<file path="config.mk">
export PLATFORM = sky130hd
export DESIGN_NAME = lps_config_regs
export DESIGN_NICKNAME = d
export VERILOG_FILES = /design/src/hw/lps_pkg.sv /design/src/hw/lps_config_regs.sv
export SDC_FILE = /design/constraint.sdc
export NUM_CORES = 1
export LEC_CHECK = 0
export BUFFER_PORTS_ARGS = -buffer_cell sky130_fd_sc_hd__buf_4
export CAP_MARGIN = 30
export CORE_ASPECT_RATIO = 1.75
export CORE_MARGIN = 1.5
export CORE_UTILIZATION = 42
export DETAILED_ROUTE_END_ITERATION = 10
export PLACE_DENSITY = 0.61
export SLEW_MARGIN = 10
export SYNTH_ARGS = -nofsm -noshare
export SYNTH_HDL_FRONTEND = slang
export SYNTH_SLANG_ARGS = --single-unit
</file>
<file path="constraint.sdc">
create_clock -name clk -period 5.6 [get_ports clk]
set_input_delay 0.56 -clock clk [delete_from_list [all_inputs] [get_ports clk]]
set_output_delay 0.56 -clock clk [all_outputs]
set_load 0.05 [all_outputs]
</file>
<file path="src/hw/lps_pkg.sv">
// Constants and types for the light/proximity sensor configuration bank.
// Assumes a 100 MHz system clock and an I2C master on SCL/SDA.
package lps_pkg;

  // ==========================================================
  // Bus address and register offsets
  localparam logic [6:0] LPS_SLAVE_ADDR    = 7'h44;
  localparam logic [7:0] LPS_OFF_IDENT     = 8'h00;
  localparam logic [7:0] LPS_OFF_PROX      = 8'h01;
  localparam logic [7:0] LPS_OFF_PROXLIGHT = 8'h02;
  localparam logic [7:0] LPS_OFF_IRTRIM    = 8'h03;
  localparam logic [7:0] LPS_OFF_INTR      = 8'h04;
  localparam logic [7:0] LPS_OFF_AMBIENT   = 8'h0D;

  // ==========================================================
  // Reset values
  localparam logic [7:0] LPS_RST_PROX      = 8'h00;
  localparam logic [7:0] LPS_RST_PROXLIGHT = 8'h00;
  localparam logic [4:0] LPS_RST_IRTRIM    = 5'h00;
  localparam logic [7:0] LPS_RST_INTR      = 8'h10;

  // ==========================================================
  // Field positions
  localparam int LPS_PROX_ON_BIT    = 5;
  localparam int LPS_IDLE_LSB       = 2;
  localparam int LPS_EMIT_LSB       = 0;
  localparam int LPS_SCHEME_BIT     = 7;
  localparam int LPS_OFFSET_LSB     = 3;
  localparam int LPS_LIGHT_ON_BIT   = 2;
  localparam int LPS_RANGE_LSB      = 0;
  localparam int LPS_PFLAG_BIT      = 7;
  localparam int LPS_PPERS_LSB      = 5;
  localparam int LPS_PWRFAIL_BIT    = 4;
  localparam int LPS_LFLAG_BIT      = 3;
  localparam int LPS_LPERS_LSB      = 1;
  localparam int LPS_COMBINE_BIT    = 0;
  localparam int LPS_IDENT_LSB      = 3;

  // ==========================================================
  // Ambient level limits: 90 % of 127 rounded up
  localparam logic [6:0] LPS_AMB_MAX       = 7'h7F;
  localparam logic [6:0] LPS_AMB_SAT_LEVEL = 7'h73;

  // ==========================================================
  // Timing: idle interval unit is the shortest nonzero interval (code 6), 3.125 ms
  localparam int LPS_CLK_PERIOD_NS = 10;
  localparam int LPS_IDLE_UNIT_NS  = 3125000;
  localparam int LPS_IDLE_UNIT_CYC = LPS_IDLE_UNIT_NS / LPS_CLK_PERIOD_NS;
  localparam logic [7:0] LPS_IDLE_MAX_UNITS = 8'h80;
  localparam logic [3:0] LPS_PERS_MAX       = 4'h8;

  // ==========================================================
  // State encodings
  typedef enum logic [3:0] {
    I2C_IDLE, I2C_ADDR, I2C_ADDR_ACK, I2C_WREG, I2C_WREG_ACK,
    I2C_WDATA, I2C_WDATA_ACK, I2C_RDATA, I2C_RACK
  } lps_i2c_t;

  typedef enum logic [1:0] {SEQ_OFF, SEQ_CONV, SEQ_SLEEP} lps_seq_t;

endpackage

</file>
<file path="src/hw/lps_config_regs.sv">
// Configuration bank of the light/proximity sensor, I2C slave included.
// Assumes the analog side reports each conversion by a convDone pulse
// on clk, with threshold hits and the raw ambient level valid with it.
//
// Contract
// Identity register: fixed five-bit code, bits 7:3
// Bit 5 of 0x01 enables proximity
// Idle interval field selects wait between measurements
// Emitter current field selects LED pulse current
// Bit 7 of 0x02 picks threshold scheme
// Bits 6:3 of 0x02 hold offset trim
// Bit 2 of 0x02 enables light sensing
// Bits 1:0 of 0x02 select light range
// Register 0x03 holds five-bit infrared trim
// Interrupt register resets to 0x10
// Ambient infrared level saturates at 127
// Saturation flag set near 90 percent
// Slave address 1000100, no repeated start
// Persistence: 1, 2, 4, 8 consecutive events
// Bit 0 chooses AND or OR interrupt
// Reserved bits ignore writes, read zero
// Config changes apply at next measurement start; register 0x04 fields are used live, not copied at start
`timescale 1ns/100ps
module lps_config_regs
  import lps_pkg::*;
#(
  parameter int unsigned TICK_CYCLES   = LPS_IDLE_UNIT_CYC,
  parameter logic [4:0]  IDENTITY_CODE = 5'h0A  // Arbitrary value
) (
  input  wire logic       clk,
  input  wire logic       rst,
  input  wire logic       sclIn,
  input  wire logic       sdaIn,
  output logic            sdaOut,
  output logic            sdaOe,
  input  wire logic       convDone,
  input  wire logic       proxHit,
  input  wire logic       lightHit,
  input  wire logic [7:0] ambientRaw,
  input  wire logic       brownOut,
  output logic            measStart,
  output logic            proximityOn,
  output logic [2:0]      proximityIdleInterval,
  output logic [1:0]      emitterCurrentSel,
  output logic            thresholdScheme,
  output logic [3:0]      reflectionOffsetTrim,
  output logic            lightSenseOn,
  output logic [1:0]      lightFullscaleSel,
  output logic [4:0]      lightInfraredTrim,
  output logic            intOutN
);
  import lps_pkg::*;

  typedef struct packed {
    logic [2:0] sclSync;
    logic [2:0] sdaSync;
    logic       sclFilt;
    logic       sdaFilt;
    lps_i2c_t   bus;
    logic [3:0] bitCnt;
    logic [7:0] shift;
    logic [7:0] tx;
    logic       rw;
    logic       nack;
    logic       drive;
    logic [7:0] ptr;
    logic [5:0] proxSetup;
    logic [7:0] plSetup;
    logic [4:0] irTrim;
    logic [1:0] proxPers;
    logic [1:0] lightPers;
    logic       combine;
    logic       proxFlag;
    logic       lightFlag;
    logic       pwrFail;
    logic [6:0] ambient;
    logic [3:0] proxCnt;
    logic [3:0] lightCnt;
    lps_seq_t   seq;
    logic [19:0] tickCnt;
    logic [7:0] idleCnt;
    logic       launch;
    logic [5:0] appProx;
    logic [7:0] appPl;
    logic [4:0] appIr;
  } lps_state_t;

  lps_state_t st_reg;
  lps_state_t st_next;

  function automatic logic [7:0] readByte(input logic [7:0] a,
                                          input lps_state_t s);
    logic [7:0] v;
    v = 8'h00;
    if (a == LPS_OFF_IDENT) begin
      v = {IDENTITY_CODE, 3'b000};
    end else if (a == LPS_OFF_PROX) begin
      v = {2'b00, s.proxSetup};
    end else if (a == LPS_OFF_PROXLIGHT) begin
      v = s.plSetup;
    end else if (a == LPS_OFF_IRTRIM) begin
      v = {3'b000, s.irTrim};
    end else if (a == LPS_OFF_INTR) begin
      v = {s.proxFlag, s.proxPers, s.pwrFail, s.lightFlag,
           s.lightPers, s.combine};
    end else if (a == LPS_OFF_AMBIENT) begin
      v = {s.ambient, s.ambient >= LPS_AMB_SAT_LEVEL};
    end
    return v;
  endfunction

  logic       sclRise;
  logic       sclFall;
  logic       busStart;
  logic       busStop;
  logic [3:0] proxTarget;
  logic [3:0] lightTarget;
  logic [3:0] proxCntInc;
  logic [3:0] lightCntInc;
  logic       anyOn;

  // ==========================================================
  // Next-state logic
  always_comb begin
    st_next = st_reg;
    st_next.launch = 1'b0;
    // Three-stage synchronisers; a change counts when stages 2 and 3 agree
    st_next.sclSync = {st_reg.sclSync[1:0], sclIn};
    st_next.sdaSync = {st_reg.sdaSync[1:0], sdaIn};
    if (st_reg.sclSync[1] == st_reg.sclSync[2])
      st_next.sclFilt = st_reg.sclSync[2];
    if (st_reg.sdaSync[1] == st_reg.sdaSync[2])
      st_next.sdaFilt = st_reg.sdaSync[2];
    sclRise  = st_next.sclFilt & ~st_reg.sclFilt;
    sclFall  = ~st_next.sclFilt & st_reg.sclFilt;
    busStart = st_reg.sclFilt & st_next.sclFilt &
               st_reg.sdaFilt & ~st_next.sdaFilt;
    busStop  = st_reg.sclFilt & st_next.sclFilt &
               ~st_reg.sdaFilt & st_next.sdaFilt;

    // ========================================================
    // I2C slave
    if (busStop) begin
      st_next.bus = I2C_IDLE;
      st_next.drive = 1'b0;
    end else if (busStart) begin
      // A start inside a frame just restarts address decode
      st_next.bus = I2C_ADDR;
      st_next.bitCnt = 4'h0;
      st_next.drive = 1'b0;
    end else if (sclRise) begin
      case (st_reg.bus)
        I2C_ADDR, I2C_WREG, I2C_WDATA: begin
          st_next.shift = {st_reg.shift[6:0], st_reg.sdaFilt};
          st_next.bitCnt = st_reg.bitCnt + 4'h1;
        end
        I2C_RACK: st_next.nack = st_reg.sdaFilt;
        default: ;
      endcase
    end else if (sclFall) begin
      case (st_reg.bus)
        I2C_ADDR: begin
          if (st_reg.bitCnt == 4'h8) begin
            if (st_reg.shift[7:1] == LPS_SLAVE_ADDR) begin
              st_next.bus = I2C_ADDR_ACK;
              st_next.rw = st_reg.shift[0];
              st_next.drive = 1'b1;
            end else begin
              st_next.bus = I2C_IDLE;
            end
          end
        end
        I2C_ADDR_ACK: begin
          st_next.bitCnt = 4'h0;
          if (st_reg.rw) begin
            st_next.tx = readByte(st_reg.ptr, st_reg);
            st_next.drive = ~st_next.tx[7];
            st_next.bus = I2C_RDATA;
          end else begin
            st_next.drive = 1'b0;
            st_next.bus = I2C_WREG;
          end
        end
        I2C_WREG: begin
          if (st_reg.bitCnt == 4'h8) begin
            st_next.ptr = st_reg.shift;
            st_next.drive = 1'b1;
            st_next.bus = I2C_WREG_ACK;
          end
        end
        I2C_WDATA: begin
          if (st_reg.bitCnt == 4'h8) begin
            if (st_reg.ptr == LPS_OFF_PROX) begin
              st_next.proxSetup = st_reg.shift[5:0];
            end else if (st_reg.ptr == LPS_OFF_PROXLIGHT) begin
              st_next.plSetup = st_reg.shift;
            end else if (st_reg.ptr == LPS_OFF_IRTRIM) begin
              st_next.irTrim = st_reg.shift[4:0];
            end else if (st_reg.ptr == LPS_OFF_INTR) begin
              st_next.proxPers = st_reg.shift[LPS_PPERS_LSB +: 2];
              st_next.lightPers = st_reg.shift[LPS_LPERS_LSB +: 2];
              st_next.combine = st_reg.shift[LPS_COMBINE_BIT];
              // Flags clear on a written zero; set below wins
              st_next.proxFlag &= st_reg.shift[LPS_PFLAG_BIT];
              st_next.lightFlag &= st_reg.shift[LPS_LFLAG_BIT];
              st_next.pwrFail &= st_reg.shift[LPS_PWRFAIL_BIT];
            end
            st_next.ptr = st_reg.ptr + 8'h01;
            st_next.drive = 1'b1;
            st_next.bus = I2C_WDATA_ACK;
          end
        end
        I2C_WREG_ACK, I2C_WDATA_ACK: begin
          st_next.bitCnt = 4'h0;
          st_next.drive = 1'b0;
          st_next.bus = I2C_WDATA;
        end
        I2C_RDATA: begin
          if (st_reg.bitCnt == 4'h7) begin
            st_next.drive = 1'b0;
            st_next.ptr = st_reg.ptr + 8'h01;
            st_next.bus = I2C_RACK;
          end else begin
            st_next.bitCnt = st_reg.bitCnt + 4'h1;
            st_next.tx = {st_reg.tx[6:0], 1'b0};
            st_next.drive = ~st_reg.tx[6];
          end
        end
        I2C_RACK: begin
          if (st_reg.nack) begin
            st_next.bus = I2C_IDLE;
          end else begin
            st_next.bitCnt = 4'h0;
            st_next.tx = readByte(st_reg.ptr, st_reg);
            st_next.drive = ~st_next.tx[7];
            st_next.bus = I2C_RDATA;
          end
        end
        default: ;
      endcase
    end

    // ========================================================
    // Measurement sequencer; settings are copied only at launch
    anyOn = st_reg.proxSetup[LPS_PROX_ON_BIT] |
            st_reg.plSetup[LPS_LIGHT_ON_BIT];
    case (st_reg.seq)
      SEQ_OFF: begin
        if (anyOn) st_next.launch = 1'b1;
      end
      SEQ_CONV: begin
        if (convDone) begin
          // Code 0 is four times code 1; codes 1 to 6 halve from 32
          st_next.idleCnt = (st_reg.appProx[LPS_IDLE_LSB +: 3] == 3'b111) ?
            8'h00 : (st_reg.appProx[LPS_IDLE_LSB +: 3] == 3'b000) ?
            LPS_IDLE_MAX_UNITS : (LPS_IDLE_MAX_UNITS >>
            (4'(st_reg.appProx[LPS_IDLE_LSB +: 3]) + 4'h1));
          st_next.tickCnt = 20'h0_0000;
          if (st_next.idleCnt == 8'h00) begin
            st_next.launch = anyOn;
            st_next.seq = anyOn ? SEQ_CONV : SEQ_OFF;
          end else begin
            st_next.seq = SEQ_SLEEP;
          end
        end
      end
      SEQ_SLEEP: begin
        if (st_reg.tickCnt == 20'(TICK_CYCLES - 1)) begin
          st_next.tickCnt = 20'h0_0000;
          st_next.idleCnt = st_reg.idleCnt - 8'h01;
          if (st_reg.idleCnt == 8'h01) begin
            st_next.launch = anyOn;
            st_next.seq = anyOn ? SEQ_CONV : SEQ_OFF;
          end
        end else begin
          st_next.tickCnt = st_reg.tickCnt + 20'h0_0001;
        end
      end
      default: st_next.seq = SEQ_OFF;
    endcase
    if (st_next.launch) begin
      st_next.seq = SEQ_CONV;
      st_next.appProx = st_reg.proxSetup;
      st_next.appPl = st_reg.plSetup;
      st_next.appIr = st_reg.irTrim;
    end

    // ========================================================
    // Conversion results, persistence and sticky flags
    proxTarget = 4'h1 << st_reg.proxPers;
    lightTarget = 4'h1 << st_reg.lightPers;
    proxCntInc = (st_reg.proxCnt == LPS_PERS_MAX) ?
                 LPS_PERS_MAX : st_reg.proxCnt + 4'h1;
    lightCntInc = (st_reg.lightCnt == LPS_PERS_MAX) ?
                  LPS_PERS_MAX : st_reg.lightCnt + 4'h1;
    if (convDone && st_reg.seq == SEQ_CONV) begin
      // Clamp rather than wrap: a washed-out reading stays at full scale
      st_next.ambient = (ambientRaw > {1'b0, LPS_AMB_MAX}) ?
                        LPS_AMB_MAX : ambientRaw[6:0];
      if (st_reg.appProx[LPS_PROX_ON_BIT] && proxHit) begin
        st_next.proxCnt = proxCntInc;
        if (proxCntInc >= proxTarget) st_next.proxFlag = 1'b1;
      end else begin
        st_next.proxCnt = 4'h0;
      end
      if (st_reg.appPl[LPS_LIGHT_ON_BIT] && lightHit) begin
        st_next.lightCnt = lightCntInc;
        if (lightCntInc >= lightTarget) st_next.lightFlag = 1'b1;
      end else begin
        st_next.lightCnt = 4'h0;
      end
    end
    if (brownOut) st_next.pwrFail = 1'b1;
  end

  // ==========================================================
  // State register
  always_ff @(posedge clk) begin
    if (rst) begin
      st_reg <= '0;
      st_reg.sclSync <= 3'b111;
      st_reg.sdaSync <= 3'b111;
      st_reg.sclFilt <= 1'b1;
      st_reg.sdaFilt <= 1'b1;
      st_reg.bus <= I2C_IDLE;
      st_reg.seq <= SEQ_OFF;
      st_reg.proxSetup <= LPS_RST_PROX[5:0];
      st_reg.plSetup <= LPS_RST_PROXLIGHT;
      st_reg.irTrim <= LPS_RST_IRTRIM;
      {st_reg.proxFlag, st_reg.proxPers, st_reg.pwrFail, st_reg.lightFlag,
       st_reg.lightPers, st_reg.combine} <= LPS_RST_INTR;
    end else begin
      st_reg <= st_next;
    end
  end

  // ==========================================================
  // Outputs
  assign sdaOut = 1'b0;
  assign sdaOe = st_reg.drive;
  assign measStart = st_reg.launch;
  assign proximityOn = st_reg.appProx[LPS_PROX_ON_BIT];
  assign proximityIdleInterval = st_reg.appProx[LPS_IDLE_LSB +: 3];
  assign emitterCurrentSel = st_reg.appProx[LPS_EMIT_LSB +: 2];
  assign thresholdScheme = st_reg.appPl[LPS_SCHEME_BIT];
  assign reflectionOffsetTrim = st_reg.appPl[LPS_OFFSET_LSB +: 4];
  assign lightSenseOn = st_reg.appPl[LPS_LIGHT_ON_BIT];
  assign lightFullscaleSel = st_reg.appPl[LPS_RANGE_LSB +: 2];
  assign lightInfraredTrim = st_reg.appIr;
  assign intOutN = st_reg.combine ?
                   ~(st_reg.proxFlag & st_reg.lightFlag) :
                   ~(st_reg.proxFlag | st_reg.lightFlag);

  // ==========================================================
  // Checks
  a_intr_reset: assert property (@(posedge clk)
    $past(rst) && !rst |-> readByte(LPS_OFF_INTR, st_reg) == 8'h10)
    else $error("interrupt register reset value wrong");
  a_apply_launch: assert property (@(posedge clk) disable iff (rst)
    $changed(proximityOn) || $changed(lightFullscaleSel) |->
    $past(st_next.launch))
    else $error("setting applied outside a launch");
  a_sat_clamp: assert property (@(posedge clk) disable iff (rst)
    convDone && st_reg.seq == SEQ_CONV && ambientRaw[7] |=>
    st_reg.ambient == 7'h7F)
    else $error("ambient level not clamped");
  a_sat_flag: assert property (@(posedge clk) disable iff (rst)
    convDone && st_reg.seq == SEQ_CONV && ambientRaw == 8'h73 |=>
    readByte(LPS_OFF_AMBIENT, st_reg) == 8'hE7)
    else $error("saturation flag not raised");
  a_pers_single: assert property (@(posedge clk) disable iff (rst)
    convDone && st_reg.seq == SEQ_CONV && proxHit && proximityOn &&
    st_reg.proxPers == 2'b00 |=> st_reg.proxFlag)
    else $error("single event did not flag");
  a_int_combine: assert property (@(posedge clk) disable iff (rst)
    st_reg.combine && !st_reg.lightFlag |-> intOutN)
    else $error("AND mode fired on one event");
  a_addr_ack: assert property (@(posedge clk) disable iff (rst)
    st_reg.bus == I2C_ADDR_ACK |-> sdaOe &&
    $past(st_reg.shift[7:1], 1) == 7'h44)
    else $error("acknowledge on foreign address");
  a_no_wait: assert property (@(posedge clk) disable iff (rst)
    st_reg.seq == SEQ_CONV && convDone && anyOn &&
    st_reg.appProx[LPS_IDLE_LSB +: 3] == 3'b111 |=> measStart)
    else $error("zero idle interval waited");
  a_ident_read: assert property (@(posedge clk) disable iff (rst)
    st_reg.bus == I2C_ADDR_ACK && st_reg.rw && sclFall &&
    st_reg.ptr == LPS_OFF_IDENT |=>
    st_reg.tx == {IDENTITY_CODE, 3'b000})
    else $error("identity register wrong");

endmodule // lps_config_regs

</file>
== Yosys cells after proc, flatten, opt, wreduce, memory -nomap -nowiden ==
Index checks and enable logic that the tools add are counted.
W data, S select, Z words.

* $add $sub $neg: 7
* Magnitude comparators: 4
* Eq/ne operators: 48
* Shift-type cells: 3
* Multiplexer cells: 89
* Bitwise operators: 29
* Reduce and logical (&&, ||, !) cells: 39

{| class="wikitable"
|+ Operators with widths
! operator !! count
|-
| $mux W8 || 24
|-
| $pmux W28 S2 || 1
|-
| $mux W4 || 11
|-
| $mux W36 || 1
|-
| $reduce_and A8 Y1 || 4
|-
| $mux W31 || 1
|-
| $mux W7 || 4
|-
| $pmux W4 S7 || 1
|-
| $reduce_and A7 Y1 || 4
|-
| $ne A2 B2 Y1 const B || 12
|-
| $pmux W8 S3 || 1
|-
| $mux W21 || 1
|-
| $mux W3 || 7
|-
| $ne A3 B3 Y1 const B || 7
|-
| $pmux W7 S3 || 1
|-
| $add A20 B1 Y20 const B || 1
|-
| $eq A20 B19 Y1 const B || 1
|-
| $eq A4 B3 Y1 const B || 5
|-
| $mux W20 || 1
|-
| $mux W1 || 18
|-
| $mux W9 || 2
|-
| $eq A4 B4 Y1 const B || 4
|-
| $eq A8 B1 Y1 const B || 2
|-
| $eq A8 B2 Y1 const B || 2
|-
| other kinds (50) || 103
|}

* Flip-flop bits (word level): 134
* Bits of input ports: 16
* Output and inout port bits: 23
* Word-level logic and storage cells: 252

== Logic depth before layout (Yosys ltp) ==
Gate-level depths: netlist of run 1.

* Word-level depth: 16
* Depth in mapped cells: 10

== Worst setup path after synthesis of run 1 ==
No wires, ideal clock.

* Path type: reg2reg
* Start point: register st_reg[128] (netlist bit)
* End point: register st_reg[97] (netlist bit)
* Setup time: 0.091 ns
* Data arrival time: 2.199 ns
* Data required time: 5.509 ns
* Setup slack: 3.310 ns
* Stages on the path, launching flop included: 9
* Buffers on the path: 1
* Period minus slack after synthesis: 2.290 ns
* Cell sequence: dfxtp_1 > maj3_1 > ha_1 > and4b_1 > nor3_1 > and3_1 > clkbuf_1 > a21oi_1 > a311oi_1

{| class="wikitable"
|+ RTL lines
! item !! line !! text
|-
| start, declared || lps_config_regs.sv:88 || <nowiki>lps_state_t st_reg;</nowiki>
|-
| start signal, assigned || lps_config_regs.sv:333 || <nowiki>st_reg <= st_next;</nowiki>
|}

==> key figures, run 1 <==
Finish
  – Max reg flops: 109
  – Core Util, Final: 48.19%
  – Layout cells sized above 1: 12.15%
  – Diode count: 0
  – Area Growth Syn to Fin: 11.99%
  – Fillers: 1666
  – Final Instance Area: 8167 um^2
  – Nets@finish: 887

Setup path
  – R2R setup slack: 2.94 ns
  – Reg2Reg Capture Point: st_reg[117]$_SDFFE_PP0P_
  – CP arrival: 2.95 ns
  – Required @ worst endpoint: 5.89 ns
  – Crit path to: st_reg[117]$_SDFFE_PP0P_
  – Cells along the critical path: maj3_1, ha_1, and4b_1, nor3_1, nand3_1, mux2i_1, nor2_1
  – Slowest stage delay, CP: 0.49 ns
  – CP max FO: 8
  – Crit end category: register
  – Worst setup path startpoint: st_reg[128]$_SDFF_PP1_
  – Launching point of the worst reg2reg path: st_reg[128]$_SDFF_PP1_
  – Critical path class: reg2reg
  – Startpoint types: register
  – Reg2Reg Depth: 7
  – Slowest-stage cell, CP: nand3_1

Die
  – Rows: 63
  – Core Region: 16950 um^2
  – Initial Util: 43.03%
  – I/O pins: 39
  – DIE HEIGHT: 177.3 um
  – Die area: 18190 um^2
  – Die Span X: 102.6 um

Place
  – Count of input and output buffers: 37
  – Gpl congestion: 0.8556
  – DP Area: 7526 um^2
  – Post-DP HPWL: 13.25 mm
  – DP Worst Slack: 2.944 ns

Power and ir drop
  – Peak VDD IR: 0.0001784 V
  – Internal power: 1.731 mW
  – Comb pwr share: 1.6%
  – Power Total: 2.201 mW
  – Net Sw Frac: 21.39%
  – Clock power frac: 54.9%
  – Reg power frac: 43.5%
  – Pwr dens: 269.6 nW/um^2
  – Sw power: 470.9 uW
  – Leakage: 3.246 nW

Synth
  – Post-synth cell types: 82
  – Ys async rst share: 0%
  – Seq cells post-synth: 134
  – Synth Area per Inst: 8.559 um^2
  – Synth Flop Type: dfxtp_1
  – Synthesized Nets: 896
  – Synth warnings: 0
  – EDFF count, synth: 0
  – Register area share after synthesis: 36.79%
  – Synth Cell Area: 7292 um^2
  – Synth Instances: 852

Timing
  – Setup TNS: 0 ns
  – Final min period: 2.664 ns
  – Fin. Hold Viols: 0
  – Max Clock Freq: 0.3754 GHz
  – Max-slew violation count: 0
  – Final Setup Violations: 0
  – RSZ-0062 raised after global routing: false
  – Setup WS post-layout: 2.936 ns
  – Worst slew margin: 45.14%
  – Skew final: 0.007920 ns
  – Slew @ Worst Pin: 0.8022 ns
  – Final period util: 47.57%

Detailed routing
  – Routed vias: 6132
  – First drt pass iteration count: 5
  – Starting DRT DRC Count: 330
  – Final WL: 18.44 mm
  – Remaining DRCs: 0
  – DR WL/cell: 17.03 um
  – Routed Antenna Nets: 0
  – Vias/cell: 5.662

Global routing
  – Largest net degree at the start of global routing: 56
  – Initial antenna violation count: 0
  – Total gr overflow: 0
  – Global-route wire length before repair: 30.19 mm
  – Vias in the first global route: 5922
  – GRT Overall Usage: 21.53%

Clock tree
  – Total setup buffers inserted after CTS: 0
  – Clock root buffer: clkbuf_16
  – Clock Path Buffers: 2
  – Hold Buf Count CTS: 0
  – Reg clk slew, reported paths: 0.06 ns
  – CTS tree: built
  – Num CTS Buffers: 17
  – Clk sink count: 134
  – Cts repair resizes: 0
  – # H-tree levels: 4
  – Skew-Pair Late Insertion Delay: 0.42 ns

Outcome
  – Status: completed

Min path
  – Hold path depth: 3
  – Worst Hold Class: in2reg

Flow run
  – Max cap viols: 0
## cell usage after synthesis (all sizes together) (7+ instances only)
master / count / share of area, %
o31ai: 8 / 0.82
inv: 24 / 1.2
nand4: 18 / 1.5
buf: 29 / 2.9
nand2b: 16 / 1.4
and3: 16 / 1.4
a22o: 19 / 2.3
a211oi: 8 / 0.82
clkbuf: 41 / 2.1
nor2: 106 / 5.5
nand3b: 11 / 1.1
and2: 7 / 0.62
a21o: 9 / 0.93
nor2b: 15 / 1.3
xnor2: 7 / 0.84
nand3: 33 / 2.3
nand2: 51 / 2.6
a221oi: 10 / 1.2
xor2: 17 / 2.0
mux2i: 41 / 5.6
a22oi: 8 / 0.82
dfxtp: 134 / 37
ha: 28 / 4.8
nor3: 36 / 2.7
o21ai: 18 / 1.2
or2: 12 / 1.0
a21oi: 31 / 2.1
## worst min-delay path by stage
stage	from	end	slack, ns
final	brownOut	st_reg[65]$_SDFFE_PP1P_	0.32
after global routing	brownOut	st_reg[65]$_SDFFE_PP1P_	0.31
after CTS	brownOut	st_reg[65]$_SDFFE_PP1P_	0.30
after detailed placement	st_next[133]$_SDFF_PP1_	st_next[134]$_SDFF_PP1_	0.41
after global placement	st_next[130]$_SDFF_PP1_	st_next[131]$_SDFF_PP1_	0.40
after floorplan	st_next[130]$_SDFF_PP1_	st_next[131]$_SDFF_PP1_	0.39
## cell usage in the layout, fill, tap and decap left out, types with 16 or more instances in the layout
| master | Yosys | final |
|---|---|---|
| a21oi_1 | 31 | 31 |
| xor2_1 | 17 | 17 |
| nand4_1 | 18 | 18 |
| inv_1 | 24 | 24 |
| nand2_1 | 51 | 51 |
| clkbuf_16 | 0 | 17 |
| a22o_1 | 19 | 19 |
| nor3_1 | 34 | 34 |
| ha_1 | 28 | 28 |
| nand2b_1 | 16 | 16 |
| dfxtp_1 | 134 | 134 |
| mux2i_1 | 41 | 41 |
| nand3_1 | 32 | 32 |
| nor2_1 | 106 | 106 |
| buf_4 | 20 | 40 |
| o21ai_0 | 17 | 17 |
## power by group through the flow
| stage | Clock (mW) | Combinational, mW | Sequential, mW |
|---|---|---|---|
| after global routing | 1.27 | 0.0400 | 0.957 |
| final | 1.21 | 0.0360 | 0.957 |
| after floorplan | 0 | 0.0222 | 0.977 |
| after CTS | 1.23 | 0.0368 | 0.957 |
| after detailed placement | 0 | 0.0366 | 0.978 |
| after global placement | 0 | 0.0370 | 0.978 |
## per-stage QoR
step / cells / hold WS, ns
finish: 1083 / 0.3184
global route: 1083 / 0.3080
global placement: 1049 / 0.4043
detailed placement: 1050 / 0.4067
CTS: 1082 / 0.3045
floorplan: 852 / 0.3895
## critical path, delay by kind of cell (launching register included)
kind / cells / cell delay (ns)
and+or+nand+nor: 4 / 1.23
adders and majority gates: 2 / 0.67
DFF: 1 / 0.34
muxes: 1 / 0.29
## metal layers
| metal | up-vias | track usage [%] | part of all wire (%) |
|---|---|---|---|
| met5 | - | 0 | 0 |
| met4 | 0 | 10.73 | 3.7 |
| met3 | 37 | 4.529 | 2.8 |
| met2 | 111 | 38.30 | 53 |
| met1 | 2943 | 23.65 | 41 |
| li1 | 3041 | - | - |
## kinds of logic (layout without fill, tap and decap cells)
family,after synthesis,in the layout,share of synthesized area [%]
compound gates,165,165,16.82
xor+xnor,24,24,2.883
fa+ha+maj,29,29,4.942
buf+inv,94,98,6.280
flops,134,134,36.79
mux,42,42,5.782
other cells,1,1,0.05143
simple gates,363,363,26.46
## final cells by class
class	instances	area, um^2	area share, %
multi-input cells	624	4158	50.91
flip-flops and latches	134	2683	32.85
clock inverters	13	190.2	2.329
well taps	227	284.0	3.478
repair buffers	42	319.1	3.907
inverters	24	90.09	1.103
clock buffers	19	442.9	5.424
Note: power is estimated with default switching activity, not from simulation.
==> run 2, diff against run 1 <==
Settings changed: ABC_AREA set to 1, PLACE_DENSITY 0.61 to 0.64.
Clock period 5.6 ns to 2.16 ns, I/O delays scaled along.
==> run 2 against run 1 <==
Effect of this change: wire length rose by 11%; largest power group unchanged; highest routed layer unchanged; clock skew up 0.0011 ns; fmax grew 32%; design area rose by 6.7%; clock power rose to 2.7 times the previous value; via count grew 15%; largest cell class unchanged; clock-buffer cell count down 2.
==> key figures, run 2 <==
Outcome
  – Status: completed (unchanged)

Die
  – DIE HEIGHT: 178.8 um (was 177.3 um)
  – Die area: 18510 um^2 (was 18190 um^2)
  – Rows: 64 (was 63)
  – Die Span X: 103.5 um (was 102.6 um)
  – I/O pins: 39 (unchanged)
  – Initial Util: 42.71% (was 43.03%)
  – Core Region: 17380 um^2 (was 16950 um^2)

Setup path
  – R2R setup slack: 0.15 ns (was 2.94 ns)
  – Required @ worst endpoint: 2.46 ns (was 5.89 ns)
  – CP max FO: 5 (was 8)
  – Cells along the critical path: inv_1, nand2_1, o21a_1, ha_2, nand4_1, nand2_2, buf_6, clkinvlp_4, nand3_4, inv_2, o21ai_1, a21oi_1 (was maj3_1, ha_1, and4b_1, nor3_1, nand3_1, mux2i_1, nor2_1)
  – Crit end category: register (unchanged)
  – Startpoint types: register (unchanged)
  – Slowest stage delay, CP: 0.34 ns (was 0.49 ns)
  – CP arrival: 2.31 ns (was 2.95 ns)
  – Buffer and inverter count on the worst path: 4 (was 0)
  – Critical path class: reg2reg (unchanged)
  – CP top delay family: simple AND/OR/NAND/NOR gates (unchanged)
  – Slowest-stage cell, CP: dfxtp_2 (was nand3_1)

Global routing
  – Layer carrying the most global-route usage: met2 (unchanged)
  – GRT Overall Usage: 23.07% (was 21.53%)
  – Met3 usage: 4.133% (was 4.529%)
  – Initial antenna violation count: 0 (unchanged)
  – Met1 Use GR: 22.47% (was 23.65%)
  – Vias in the first global route: 6726 (was 5922)
  – Total gr overflow: 0 (unchanged)
  – Largest net degree at the start of global routing: 39 (was 56)
  – Global-route wire length before repair: 32.63 mm (was 30.19 mm)
  – M2 GR Usage: 44.64% (was 38.30%)

Synth
  – Ys async rst share: 0% (unchanged)
  – Synth warnings: 0 (unchanged)
  – Post-synth cell types: 47 (was 82)
  – Largest cells by area after synthesis: dfxtp_1 (36%), nand2_1 (10%), nor2_1 (7.0%), nand3_1 (6.3%), inv_1 (5.6%) (was dfxtp_1 (37%), mux2i_1 (5.6%), nor2_1 (5.5%), ha_1 (4.8%), nand2_1 (2.6%))
  – EDFF count, synth: 0 (unchanged)
  – Synth Cell Area: 7421 um^2 (was 7292 um^2)
  – Synth top area share: 36.15% (was 36.79%)
  – Cell taking the most area after synthesis: dfxtp_1 (unchanged)
  – Synth Flop Type: dfxtp_1 (unchanged)
  – Commonest cells post-synth: nand2_1 (203), nor2_1 (139), dfxtp_1 (134) (was dfxtp_1 (134), nor2_1 (106), nand2_1 (51))
  – Register area share after synthesis: 36.15% (was 36.79%)
  – Most frequent cell after synthesis: nand2_1 (was dfxtp_1)
  – Synth Instances: 1068 (was 852)
  – Seq cells post-synth: 134 (unchanged)
  – Synth Area per Inst: 6.948 um^2 (was 8.559 um^2)
  – Synthesized Nets: 1112 (was 896)

Power and ir drop
  – Leakage: 3.642 nW (was 3.246 nW)
  – Pwr dens: 668.1 nW/um^2 (was 269.6 nW/um^2)
  – Peak VDD IR: 0.0003852 V (was 0.0001784 V)

Timing
  – Slew @ Worst Pin: 0.5067 ns (was 0.8022 ns)
  – Max-slew violation count: 0 (unchanged)
  – Hold slack: 0.02798 ns (was 0.3184 ns)
  – Final Setup Violations: 0 (unchanged)
  – Max Clock Freq: 0.4965 GHz (was 0.3754 GHz)
  – RSZ-0062 raised after global routing: false (unchanged)
  – Setup TNS: 0 ns (unchanged)
  – Final min period: 2.014 ns (was 2.664 ns)
  – Final period util: 93.25% (was 47.57%)
  – Worst slew margin: 66.18% (was 45.14%)
  – Skew final: 0.009043 ns (was 0.007920 ns)
  – Fin. Hold Viols: 0 (unchanged)

Detailed routing
  – First drt pass iteration count: 5 (unchanged)
  – Vias/cell: 5.171 (was 5.662)
  – Final WL: 20.40 mm (was 18.44 mm)
  – Routed Antenna Nets: 0 (unchanged)
  – DR WL/cell: 15.00 um (was 17.03 um)
  – Routed vias: 7033 (was 6132)
  – Remaining DRCs: 0 (unchanged)
  – Starting DRT DRC Count: 336 (was 330)

Clock tree
  – Clk sink count: 134 (unchanged)
  – # H-tree levels: 4 (unchanged)
  – Num CTS Buffers: 17 (unchanged)
  – CTS tree: built (unchanged)
  – Reg clk slew, reported paths: 0.06 ns (about the same)
  – Clock root buffer: clkbuf_16 (unchanged)
  – Skew-Pair Late Insertion Delay: 0.42 ns (about the same)
  – Clock Path Buffers: 2 (unchanged)

Finish
  – Max reg flops: 109 (unchanged)
  – Commonest cells after routing, fill and taps aside: nand2_1 (203), nor2_1 (137), dfxtp_1 (132), inv_1 (110), nand3_1 (93) (was dfxtp_1 (134), nor2_1 (106), nand2_1 (51), mux2i_1 (41), buf_4 (40))
  – Area Growth Syn to Fin: 17.40% (was 11.99%)
  – Most common library cell in the layout ignoring fill and taps: nand2_1 (was dfxtp_1)
  – Layout cells sized above 1: 15.59% (was 12.15%)
  – Diode count: 0 (unchanged)
  – Nets@finish: 1160 (was 887)

Place
  – Count of input and output buffers: 37 (unchanged)
  – Post-DP HPWL: 15.54 mm (was 13.25 mm)
  – Gpl congestion: 0.9376 (was 0.8556)

Min path
  – Worst Hold Class: in2reg (unchanged)

Flow run
  – Max cap viols: 0 (unchanged)
## run 2: changes by cell type in the layout (fill, tap and decap cells not counted), sizes merged, moves of 10 or more
cell	change
mux2i	-41
inv	+98
a21oi	+39
nand2b	-16
a22o	-19
buf	+25
nor2b	-15
o21ai	+72
nand3	+65
nand2	+162
nor2	+46
a221oi	-10
and3	-14
## run 2: cell type report
type                    instances  area [um^2]
multi-input cells             768         4048
clock buffers                  17        425.4
repair buffers                 69        554.3
flip-flops and latches        134         2685
inverters                     126        485.5
fillers                      1786         8665
clock inverters                15        225.2
well taps                     231        289.0
## run 2: worst register-to-register path: stages (launching register included)
cell and delay [ns]:
dfxtp_2 0.34, inv_1 0.06, nand2_1 0.06, o21a_1 0.15, ha_2 0.21, nand4_1 0.18
nand2_2 0.15, buf_6 0.14, clkinvlp_4 0.22, nand3_4 0.16, inv_2 0.06, o21ai_1 0.12
a21oi_1 0.05
## run 2: final timing paths
path / from / endpoint / cells past startpoint
worst max-delay path: st_reg[128]$_SDFF_PP1_ / st_reg[91]$_SDFFE_PP0P_ / 12
worst min-delay path: ambientRaw[0] / st_reg[58]$_SDFFE_PP0P_ / 3
worst max register to register: st_reg[128]$_SDFF_PP1_ / st_reg[91]$_SDFFE_PP0P_ / 12
worst min register to register: st_next[130]$_SDFF_PP1_ / st_next[131]$_SDFF_PP1_ / 1
## run 2: power breakdown
part / leakage [nW] / switching [mW] / internal, mW
registers: 1.08 / 0.00266 / 2.48
logic: 2.24 / 0.0702 / 0.0404
clock network: 0.318 / 1.17 / 2.06
total: 3.64 / 1.24 / 4.58
## run 2: through the flow
| stage | utilization (%) | area [um^2] | instances | setup slack [ns] | power [mW] |
|---|---|---|---|---|---|
| floorplan | - | 7421 | 1068 | 0.3957 | 2.590 |
| global placement | 45.61 | 7925 | 1319 | 0.1047 | 2.638 |
| detailed placement | 45.61 | 7925 | 1319 | 0.03970 | 2.639 |
| CTS | 49.52 | 8606 | 1354 | 0.02168 | 5.865 |
| global route | 50.14 | 8712 | 1360 | 0.003633 | 5.995 |
| finish | 50.14 | 8712 | 1360 | 0.1459 | 5.820 |
## run 2: cells by family after synthesis
kind of cell	Yosys count	share of synthesized area, %
buf+inv	168	9.981
other cells	1	0.05053
simple gates	530	32.96
fa+ha+maj	28	4.721
compound gates	194	14.60
flops	134	36.15
xor+xnor	13	1.534
## run 2: routing by layer
layer,wire [um],vias up,share of wire (%)
met5,0,-,0
met4,920,0,4.5
met3,549,63,2.7
met2,11450,143,56
met1,7480,3228,37
li1,-,3599,-
## run 2: timing repair
action / in CTS / in global routing
endpoints found under the setup margin: 0 / 40
endpoints found under the hold margin: 3 / 0
resized for setup: 0 / 13
setup buffers: 0 / 4
hold buffers: 3 / 0
